### config.mk
export PLATFORM = sky130hd
export DESIGN_NAME = bss_top
export DESIGN_NICKNAME = d
export VERILOG_FILES = /design/src/bss_pkg.sv /design/src/bss_osc.sv /design/src/bss_top.sv
export SDC_FILE = /design/constraint.sdc
export NUM_CORES = 1
export LEC_CHECK = 0
export BUFFER_PORTS_ARGS = -buffer_cell sky130_fd_sc_hd__buf_2
export CAP_MARGIN = 0
export CELL_PAD_IN_SITES_DETAIL_PLACEMENT = 1
export CELL_PAD_IN_SITES_GLOBAL_PLACEMENT = 1
export CORE_UTILIZATION = 44
export CTS_BUF_LIST = sky130_fd_sc_hd__clkbuf_8
export CTS_CLUSTER_DIAMETER = 80
export CTS_CLUSTER_SIZE = 10
export DETAILED_ROUTE_END_ITERATION = 12
export GPL_TIMING_DRIVEN = 0
export PLACE_DENSITY_LB_ADDON = 0.1
export SYNTH_ARGS = -nofsm -noshare
export SYNTH_HDL_FRONTEND = slang
export SYNTH_SLANG_ARGS = --single-unit
export TNS_END_PERCENT = 100
### constraint.sdc
create_clock -name sys_clk_i -period 28.6 [get_ports sys_clk_i]
set_clock_uncertainty 0.2 [all_clocks]
set_input_delay 2.86 -clock sys_clk_i [delete_from_list [all_inputs] [get_ports sys_clk_i]]
set_output_delay 2.86 -clock sys_clk_i [all_outputs]
set_load 0.01 [all_outputs]
### src/bss_pkg.sv
// Purpose: Constants for the buck start-up sequencer
// Assumes: 25 MHz system clock
// Notes:   Ramp reference is a digital code in microvolt steps
package bss_pkg;
  localparam int unsigned CLK_HZ          = 25_000_000;
  // Soft-start ramp, microvolts
  localparam int unsigned RAMP_UV_PER_US  = 200;
  localparam int unsigned RAMP_START_UV   = 0;
  localparam int unsigned RAMP_END_UV     = 1_500_000;
  localparam int unsigned START_LO_UV     = 150_000;
  localparam int unsigned START_HI_UV     = 750_000;
  localparam int unsigned RAMP_W          = 21;
  localparam int unsigned CYC_PER_US      = CLK_HZ / 1_000_000;
  // Switching frequency limits, kilohertz; period limits derived in clock cycles
  localparam int unsigned FSW_MIN_KHZ     = 300;
  localparam int unsigned FSW_MAX_KHZ     = 1500;
  localparam int unsigned PER_MAX_CYC     = CLK_HZ / (FSW_MIN_KHZ * 1000);
  localparam int unsigned PER_MIN_CYC     = CLK_HZ / (FSW_MAX_KHZ * 1000);
  localparam int unsigned PER_W           = 7;
  // Pre-bias stepping
  localparam int unsigned STEP_EIGHTHS    = 8;
  localparam int unsigned PULSES_PER_STEP = 16;
  localparam int unsigned STEP_LEVELS     = 8;
  // Enable-to-ramp delay, microseconds
  localparam int unsigned EN_DELAY_US     = 100;
  localparam int unsigned EN_DELAY_CYC    = EN_DELAY_US * CYC_PER_US;
  localparam int unsigned ERR_W           = 8;

  typedef enum logic [1:0] {
    BSS_OFF   = 2'b00,
    BSS_DELAY = 2'b01,
    BSS_RAMP  = 2'b10,
    BSS_RUN   = 2'b11
  } bss_state_e;
endpackage

### src/bss_osc.sv
// Purpose: Switching-period generator and PWM ramp
// Assumes: Period count programmed from the frequency resistor decode
// Notes:   Period clamped to the supported frequency window
`timescale 1ns/100ps
module bss_osc #(
  parameter int unsigned PER_W = 7
) (
  // Clock and reset
  input  wire logic             sys_clk_i,
  input  wire logic             rst_n_i,
  // Control
  input  wire logic [PER_W-1:0] period_i,
  input  wire logic [PER_W-1:0] per_min_i,
  input  wire logic [PER_W-1:0] per_max_i,
  // Timing outputs
  output logic      [PER_W-1:0] phase_o,
  output logic      [PER_W-1:0] period_o,
  output logic                  tick_o
);
  logic [PER_W-1:0] cnt;
  logic [PER_W-1:0] next_cnt;
  wire  [PER_W-1:0] clamped = (period_i < per_min_i) ? per_min_i :
                              (period_i > per_max_i) ? per_max_i : period_i;
  wire              wrap    = (cnt >= period_o - PER_W'(1));

  assign next_cnt = wrap ? '0 : cnt + PER_W'(1);
  assign phase_o  = cnt;
  assign tick_o   = wrap;

  always_ff @(posedge sys_clk_i or negedge rst_n_i) begin
    if (!rst_n_i) begin
      cnt      <= '0;
      period_o <= PER_W'(83);
    end else begin
      cnt <= next_cnt;
      if (wrap) begin
        period_o <= clamped;
      end
    end
  end
endmodule

### src/bss_top.sv
// Purpose: Start-up sequencer for a voltage-mode synchronous step-down regulator
// Assumes: Comparator inputs are asynchronous; one 25 MHz clock
// Notes:   Ramp reference is a digital code; error amp is a digital code
`timescale 1ns/100ps
module bss_top
  import bss_pkg::*;
#(
  parameter int unsigned EN_DELAY = bss_pkg::EN_DELAY_CYC,
  parameter int unsigned US_CYC   = bss_pkg::CYC_PER_US
) (
  // Clock and reset
  input  wire logic                       sys_clk_i,
  input  wire logic                       rst_n_i,
  // Lockout comparators
  input  wire logic                       bias_ok_i,
  input  wire logic                       enable_ok_i,
  // Loop inputs
  input  wire logic [bss_pkg::ERR_W-1:0]  error_amp_i,
  input  wire logic [bss_pkg::PER_W-1:0]  period_cfg_i,
  // Gate drivers
  output logic                            high_side_on_o,
  output logic                            low_side_on_o,
  // Status
  output logic                            supply_valid_o,
  output logic                            guards_enable_o,
  output logic                            start_window_o,
  output logic [bss_pkg::RAMP_W-1:0]      ramp_ref_o,
  output logic [bss_pkg::ERR_W-1:0]       pwm_ramp_o
);
  import bss_pkg::*;

  // ----------------------------------------
  // Input synchronisers
  // ----------------------------------------
  logic [1:0] bias_sync;
  logic [1:0] en_sync;

  always_ff @(posedge sys_clk_i or negedge rst_n_i) begin
    if (!rst_n_i) begin
      bias_sync <= 2'b00;
      en_sync   <= 2'b00;
    end else begin
      bias_sync <= {bias_sync[0], bias_ok_i};
      en_sync   <= {en_sync[0], enable_ok_i};
    end
  end

  // Enable comparator hysteresis (1.2 V rise, 1.0 V fall) lives in the analog front end
  wire bias_ok = bias_sync[1];
  wire en_ok   = en_sync[1];
  wire valid   = bias_ok & en_ok;

  // ----------------------------------------
  // Switching oscillator
  // ----------------------------------------
  logic [PER_W-1:0] phase;
  logic [PER_W-1:0] period;
  logic             tick;

  bss_osc #(
    .PER_W (PER_W)
  ) u_osc (
    .sys_clk_i (sys_clk_i),
    .rst_n_i   (rst_n_i),
    .period_i  (period_cfg_i),
    .per_min_i (PER_W'(PER_MIN_CYC)),
    .per_max_i (PER_W'(PER_MAX_CYC)),
    .phase_o   (phase),
    .period_o  (period),
    .tick_o    (tick)
  );

  // ----------------------------------------
  // Sequencer state
  // ----------------------------------------
  bss_state_e state;
  bss_state_e next_state;
  logic [23:0] dly_cnt;
  logic [7:0]  us_cnt;
  logic [RAMP_W-1:0] ramp;
  wire         ramp_done = (ramp >= RAMP_W'(RAMP_END_UV));
  wire         us_tick   = (us_cnt == 8'(US_CYC - 1));
  wire         dly_done  = (dly_cnt >= 24'(EN_DELAY - 1));

  always_comb begin
    next_state = state;
    case (state)
      BSS_OFF:   next_state = valid ? BSS_DELAY : BSS_OFF;
      BSS_DELAY: next_state = dly_done ? BSS_RAMP : BSS_DELAY;
      BSS_RAMP:  next_state = ramp_done ? BSS_RUN : BSS_RAMP;
      BSS_RUN:   next_state = BSS_RUN;
      default:   next_state = BSS_OFF;
    endcase
    if (!valid) begin
      next_state = BSS_OFF;
    end
  end

  always_ff @(posedge sys_clk_i or negedge rst_n_i) begin
    if (!rst_n_i) begin
      state <= BSS_OFF;
    end else begin
      state <= next_state;
    end
  end

  always_ff @(posedge sys_clk_i or negedge rst_n_i) begin
    if (!rst_n_i) begin
      dly_cnt <= '0;
    end else if (state == BSS_DELAY && valid) begin
      dly_cnt <= dly_cnt + 24'd1;
    end else begin
      dly_cnt <= '0;
    end
  end

  // ----------------------------------------
  // Soft-start reference ramp
  // ----------------------------------------
  // One microvolt-per-code; 0.2 mV/us means 200 codes per microsecond
  wire ramp_run = (state == BSS_RAMP) && valid;
  wire [RAMP_W-1:0] ramp_sum = ramp + RAMP_W'(RAMP_UV_PER_US);
  wire [RAMP_W-1:0] next_ramp = (ramp_sum > RAMP_W'(RAMP_END_UV)) ?
                                RAMP_W'(RAMP_END_UV) : ramp_sum;

  always_ff @(posedge sys_clk_i or negedge rst_n_i) begin
    if (!rst_n_i) begin
      us_cnt <= '0;
    end else if (!ramp_run || us_tick) begin
      us_cnt <= '0;
    end else begin
      us_cnt <= us_cnt + 8'd1;
    end
  end

  always_ff @(posedge sys_clk_i or negedge rst_n_i) begin
    if (!rst_n_i) begin
      ramp <= RAMP_W'(RAMP_START_UV);
    end else if (!valid || state == BSS_OFF) begin
      ramp <= RAMP_W'(RAMP_START_UV);
    end else if (ramp_run && us_tick) begin
      ramp <= next_ramp;
    end
  end

  assign ramp_ref_o     = ramp;
  // Fixed 3 ms window since the ramp slope is fixed
  assign start_window_o = (ramp >= RAMP_W'(START_LO_UV)) &&
                          (ramp < RAMP_W'(START_HI_UV));

  // ----------------------------------------
  // PWM comparator
  // ----------------------------------------
  function automatic logic [ERR_W-1:0] scale_phase(input logic [PER_W-1:0] ph,
                                                   input logic [PER_W-1:0] per);
    logic [PER_W+ERR_W-1:0] prod;
    prod = {ph, {ERR_W{1'b0}}} / {{ERR_W{1'b0}}, per};
    scale_phase = prod[ERR_W-1:0];
  endfunction

  wire [ERR_W-1:0] pwm_ramp = scale_phase(phase, period);
  wire switching = (state == BSS_RAMP || state == BSS_RUN) && valid;
  wire hs_raw    = switching && (error_amp_i > pwm_ramp);

  // ----------------------------------------
  // Pre-bias low-side stepping
  // ----------------------------------------
  logic       first_hs;
  logic [3:0] pulse_cnt;
  logic [3:0] level;
  logic       prebias_done;
  wire [PER_W+3:0] ls_start_w = {period, 3'b000} -
                                (PER_W+4)'(period) * (PER_W+4)'({1'b0, level} + 5'd1);
  // Low-side window is the tail of the period, width (level+1)/8
  wire [PER_W-1:0] ls_start = ls_start_w[PER_W+2:3];
  wire ls_step = !hs_raw && (phase >= ls_start);

  always_ff @(posedge sys_clk_i or negedge rst_n_i) begin
    if (!rst_n_i) begin
      first_hs <= 1'b0;
    end else if (!switching) begin
      first_hs <= 1'b0;
    end else if (hs_raw) begin
      first_hs <= 1'b1;
    end
  end

  always_ff @(posedge sys_clk_i or negedge rst_n_i) begin
    if (!rst_n_i) begin
      pulse_cnt    <= '0;
      level        <= '0;
      prebias_done <= 1'b0;
    end else if (!valid || !switching) begin
      pulse_cnt    <= '0;
      level        <= '0;
      prebias_done <= 1'b0;
    end else if (tick && first_hs && !prebias_done) begin
      pulse_cnt <= pulse_cnt + 4'd1;
      if (pulse_cnt == 4'(PULSES_PER_STEP - 1)) begin
        if (level == 4'(STEP_LEVELS - 1)) begin
          prebias_done <= 1'b1;
        end else begin
          level <= level + 4'd1;
        end
      end
    end
  end

  // ----------------------------------------
  // Gate drive outputs
  // ----------------------------------------
  wire ls_raw = switching && first_hs &&
                (prebias_done ? !hs_raw : ls_step);

  always_ff @(posedge sys_clk_i or negedge rst_n_i) begin
    if (!rst_n_i) begin
      high_side_on_o <= 1'b0;
      low_side_on_o  <= 1'b0;
      pwm_ramp_o     <= '0;
    end else begin
      high_side_on_o <= hs_raw & valid;
      low_side_on_o  <= ls_raw & valid & ~hs_raw;
      pwm_ramp_o     <= pwm_ramp;
    end
  end

  assign supply_valid_o  = valid;
  assign guards_enable_o = switching;

endmodule

Word-level counts from Yosys, hierarchy flattened
Cells that the tools add are included.
{ "totals": {"ff_bits": 93, "latchBits": 0, "ramBits": 0, "rom_bits": 0, "in_bits": 19, "out_inout_bits": 34, "wordCells": 101, "n_memories": 0} }
{ "classes": {"addsub": 9, "mul": 1, "div": 1, "order_cmp": 10, "eq_ne": 8, "shift": 0, "muxes": 25, "bitwise": 5, "n_reduce_logical": 27} }
{ "op_table": {"columns": ["operator", "n"], "rows": [
  ["$mux W21", 3],
  ["$add A24 B1 Y24 const B", 1],
  ["$ge A24 B12 Y1 const B", 1],
  ["$mux W24", 1],
  ["$mux W4", 6],
  ["$add A21 B8 Y21 const B", 1],
  ["$ge A21 B18 Y1 const B", 1],
  ["$ge A21 B21 Y1 const B", 1],
  ["$gt A21 B21 Y1 const B", 1],
  ["$lt A21 B20 Y1 const B", 1],
  ["$mux W7", 3],
  ["$div A15 B7 Y15", 1],
  ["$ge A7 B7 Y1", 2],
  ["$logic_and A1 B1 Y1", 11],
  ["$mul A7 B5 Y10", 1],
  ["$sub A10 B10 Y10", 1],
  ["$add A4 B1 Y4 const B", 2],
  ["$add A8 B1 Y8 const B", 1],
  ["$eq A8 B5 Y1 const B", 1],
  ["$gt A8 B8 Y1", 1],
  ["$mux W1", 8],
  ["$mux W8", 1],
  ["$pmux W2 S4", 1],
  ["$reduce_bool A2 Y1", 4],
  ["18 further kinds", 31]
]} }

Longest topological paths before layout
{ "logic_depth": {"ltp_word": 10, "ltp_mapped": 158, "mapped_depth_nobuf": 154} }

By module
From an unflattened synthesis, not the netlist that was laid out.
{ "unflattened": {"hier_cells": 1429, "hier_area_um2": 11589.9} }
{ "by_module_without_submodules": {"columns": ["mod", "instances", "cells_each", "area_each_um2", "seq_area_each_um2"], "rows": [
  ["bss_top", 1, 1280, 10314.9, 1901.8],
  ["bss_osc", 1, 149, 1275.0, 355.3]
]} }

Worst setup path after synthesis
No wires, ideal clock.
{ "synth_timing": {"path_type": "register to register", "startpoint": "reg u_osc.period_o[0]", "endpoint": "reg high_side_on_o", "setup_time_ns": 0.066, "arrival_ns": 26.829, "required_time_ns": 28.334, "setup_slack_ns": 1.505, "path_stages_with_launch": 149, "n_path_buf": 4, "synth_period_minus_slack_ns": 27.095, "cell_sequence": "dfstp_2 -> clkbuf_1 -> inv_1 -> buf_4 -> ha_1 -> or3_1 -> nand4_1 -> nand2_1 -> ha_1 -> o21a_1 -> o211ai_1 -> a21oi_1 -> mux2i_1 -> ha_1 -> a21oi_1 -> nor4bb_1 -> o221ai_1 -> mux2i_1 -> (+113 left out) -> mux2_2 -> ha_1 -> nor2b_1 -> o21a_1 -> o21a_1 -> o21ai_0 -> nand2b_1 -> a221o_1 -> a31oi_1 -> nand4_1 -> ha_1 -> nor2b_1 -> o21ai_0 -> nand2b_1 -> a21oi_1 -> o21ai_0 -> o21a_1 -> and2_1"} }
{ "synth_via": {"elab_chain_len": 4} }
{ "synth_lines": {"columns": ["element", "line", "rtl"], "rows": [
  ["from (decl)", "bss_osc.sv:17", "output logic [PER_W-1:0] period_o,"],
  ["from (signal assigned)", "bss_osc.sv:37", "period_o <= clamped;"],
  ["$div A15 B7 Y15", "bss_top.sv:157", "prod = {ph, {ERR_W{1'b0}}} / {{ERR_W{1'b0}}, per};"],
  ["net pwm_ramp[4]", "bss_top.sv:161", "wire [ERR_W-1:0] pwm_ramp = scale_phase(phase, period);"],
  ["$gt A8 B8 Y1", "bss_top.sv:163", "wire hs_raw = switching && (error_amp_i > pwm_ramp);"],
  ["$logic_and A1 B1 Y1", "bss_top.sv:163", null],
  ["$and A1 B1 Y1", "bss_top.sv:221", "high_side_on_o <= hs_raw & valid;"],
  ["to (signal assigned)", "bss_top.sv:221", null],
  ["to (decl)", "bss_top.sv:21", "output logic high_side_on_o,"]
]} }
The timed path passes the listed nets, and every way through them passes these cells.
A chain may end at the register's enable or synchronous reset.

Worst setup path in the final report
{ "layout_timing": {"startpoint": "reg u_osc.period_o[0]", "endpoint": "reg low_side_on_o"} }
{ "layout_via": {"elab_chain_len": 9, "elab_cells_between_ends": 13, "classes_between": "1 x add/sub; 1 x mul; 1 x div; 2 x order compare; 1 x mux; 3 x bitwise; 4 x reduce/logical"} }
{ "layout_lines": {"columns": ["element", "line", "rtl"], "rows": [
  ["$div A15 B7 Y15 (*)", "bss_top.sv:157", null],
  ["net pwm_ramp[7]", "bss_top.sv:161", null],
  ["$gt A8 B8 Y1 (*)", "bss_top.sv:163", null],
  ["$logic_and A1 B1 Y1 (*)", "bss_top.sv:163", null],
  ["$logic_not A1 Y1", "bss_top.sv:176, bss_top.sv:213", null],
  ["$logic_and A1 B1 Y1", "bss_top.sv:176", "wire ls_step = !hs_raw && (phase >= ls_start);"],
  ["$mux W1", "bss_top.sv:213", "(prebias_done ? !hs_raw : ls_step);"],
  ["$logic_and A1 B1 Y1", "bss_top.sv:212", "wire ls_raw = switching && first_hs &&"],
  ["$and A1 B1 Y1", "bss_top.sv:222", "low_side_on_o <= ls_raw & valid & ~hs_raw;"],
  ["$and A1 B1 Y1 (*)", "bss_top.sv:222", null],
  ["to (signal assigned)", "bss_top.sv:222", null],
  ["to (decl)", "bss_top.sv:22", "output logic low_side_on_o,"]
]} }
Mark *: on every way through the listed nets, which the timed path passes. The rest lies on a longest branch.

==> reports/metrics.cfg <==
[run_status]
status=complete, no violations

[worst_setup_path]
cpMaxStageDelayCell=dfstp_2
path_max_fanout=21
crit_top_cell=ha_1
cp.arrival_ps=27410
cp-start-kind=flop
required_ps=28650
critical_path_class=reg2reg
setup.worst_path.end_class=flop
critPathMaxStageDelay_ps=570

[routing]
finalWirelength_um=36850
drc=0
drtAntennaViolNets=0
vias=11734
first_iter_violations=641
viasPerCell=6.017
firstDrtPassIters=5
wire_per_inst_um=18.90

[logic_synthesis]
syn_area_per_cell_um2=7.891
synthArstFlopShare_pct=100.0
synthTopCellsByCount=nor2_1, nand2_1, ha_1, a21oi_1, dfrtp_1
synth.most_common_cell=nor2_1
ys_ff_latch=90
yosysWarnings=0
ys_seq_area_share_pct=19.35
yosys.area.top_type=dfrtp_1
syn_inst=1478
ys_types=95
synth_top_flop_cell=dfrtp_1
syn-cell-area_um2=11660
synth_edf_count=0
netlist.area_leader.share_pct=18.45
synth_area_leaders=dfrtp_1, ha_1, nor2_1

[global_routing]
antenna_found_initial=1
grt_overflow=0
grt_pass1_vias=11765
grt_usage_pct=26.94
grt_max_degree=66
grt_use_met3_pct=2.336
met2_usage_pct=46.70
busiest_layer=met2
grt_use_met1_pct=35.41
grt_pass1_wl_um=58880

[layout]
final_cell_count_no_fill=1950
drive_gt1_share_pct=18.90
final_core_util_pct=52.48
area_growth_syn_to_layout_pct=17.27
finalNetCount=1775

[pwr]
p_total_uw=237.8
power_density_nw_per_um2=17.39
p_leak_uw=0.006425
vdd_drop_max_uv=18.66

[die]
die_area_um2=27160
core-area_um2=26060
initial_core_util_pct=44.75
die_h_um=164.8
io_pins=53
fp.dieW_um=164.8
core.rowCount=59

[placed_design]
dpl.hpwl_um=27570
gp_congestion=0.8521
port_buffers=49
dp_cells=1865

[timing]
tightest_slew_ps=1257
finalCritPeriodShare_pct=95.68
hold_viol_final=0
fmax_mhz=36.55
setup_viol=0
finalCriticalPeriod_ps=27360
maxSlewHeadroom_pct=15.42
slew_violations=0

[clocking]
clock_sinks=90
clk_latency_ps=380
cts_tree=yes
numCtsBuffers=9
path_clk_slew_ps=100
htreeDepth=3
clock_tree.root_cell=clkbuf_8
clockBufferDepth=2

[job]
maxCapViolations=0

[hold_path]
holdCritPathClass=reg2reg

## sequential cells by signal, indices dropped and copies added, names as in the netlist, 4 cells and up
name	flops
pulse_cnt	4
u_osc.phase_o	7
pwm_ramp_o	8
ramp_ref_o	18
level	4
us_cnt	8
dly_cnt	24
u_osc.period_o	7
## cells in the final DEF, fill, tap and decap left out, drive strengths merged, types with 20 or more instances in the layout
| cell | n |
|---|---|
| a21o | 29 |
| a21oi | 93 |
| a31oi | 21 |
| buf | 143 |
| clkbuf | 42 |
| dfrtp | 86 |
| fa | 22 |
| ha | 125 |
| inv | 65 |
| mux2 | 24 |
| nand2 | 130 |
| nand2b | 33 |
| nand3 | 52 |
| nor2 | 167 |
| nor2b | 20 |
| nor3 | 41 |
| o21a | 27 |
| o21ai | 85 |
| o31ai | 23 |
| xnor2 | 46 |
| xor2 | 45 |
## through the flow
stage          TNS, ps  setup WS, ps  hold WS (ps)  cell area (um^2)
2_1_floorplan        0          1505         131.2             11670
3_3_place_gp    -22770         -5333         135.8             12330
3_5_place_dp    -26590         -5983         143.4             12360
4_1_cts              0         45.86         167.0             13100
5_1_grt         -516.4        -179.2         178.6             13680
6_report             0          1237         163.9             13680
## area by class of cell
cell class                      instances  area, um^2
Antenna cell                            1       2.502
Buffer                                 55       310.3
Clock buffer                           10       137.6
Clock inverter                          6       88.84
Fill cell                            3229       12380
Inverter                               65       259.0
Multi-Input combinational cell       1268        9395
Sequential cell                        90        2260
Tap cell                              335       419.2
Timing Repair Buffer                  120       804.5
## where the power goes
part,internal [uW],switching [uW]
Combinational,3.06,6.18
Clock,51.8,48.9
Sequential,128,0.239
## path summary, 6_finish.rpt
check / startpoint / slack [ps] / cells after the start / to
max in group asynchronous: rst_n_i / 25310 / 2 / u_osc.period_o[4]
worst max register to register: u_osc.period_o[0] / 1240 / 149 / low_side_on_o
worst max-delay path: u_osc.period_o[0] / 1240 / 149 / low_side_on_o
worst min register to register: en_sync[0] / 160 / 0 / en_sync[1]
min in group asynchronous: rst_n_i / 2190 / 1 / dly_cnt[12]
worst min-delay path: en_sync[0] / 160 / 0 / en_sync[1]
## routing by layer
layer	vias to the layer above	wire, um
met5	-	0
met4	0	701
met3	45	734
met2	156	18050
met1	5847	17370
li1	5686	-
## critical path: cells and delay by family (launching register included)
| kind | cells | cell delay [ps] |
|---|---|---|
| flip-flops | 1 | 570 |
| AO/OA/AOI/OAI | 60 | 10020 |
| AND/OR/NAND/NOR | 57 | 8700 |
| multiplexers | 4 | 1320 |
| adder cells (fa/ha/maj) | 16 | 4760 |
| buffers and inverters | 12 | 1550 |
## cells by family (layout without fill, tap and decap cells)
logic type / count (synthesis) / after routing / share of synthesized area [%]
buffers and inverters: 122 / 256 / 4.527
muxes: 33 / 33 / 3.122
AOI/OAI and AO/OA: 416 / 416 / 24.30
DFF: 90 / 90 / 19.35
other: 1 / 4 / 0.03215
and+or+nand+nor: 577 / 577 / 24.56
xor gates and xnor gates: 91 / 91 / 6.834
adders and majority gates: 148 / 148 / 17.27
## timing repair
item | CTS | global route
setup endpoints to repair | 6 | 4
setup buffers | 34 | 36
pin swaps | 23 | 44
gates resized for setup | 77 | 81
hold buffers | 0 | 0
No activity file was read; power rests on OpenSTA's default activity.
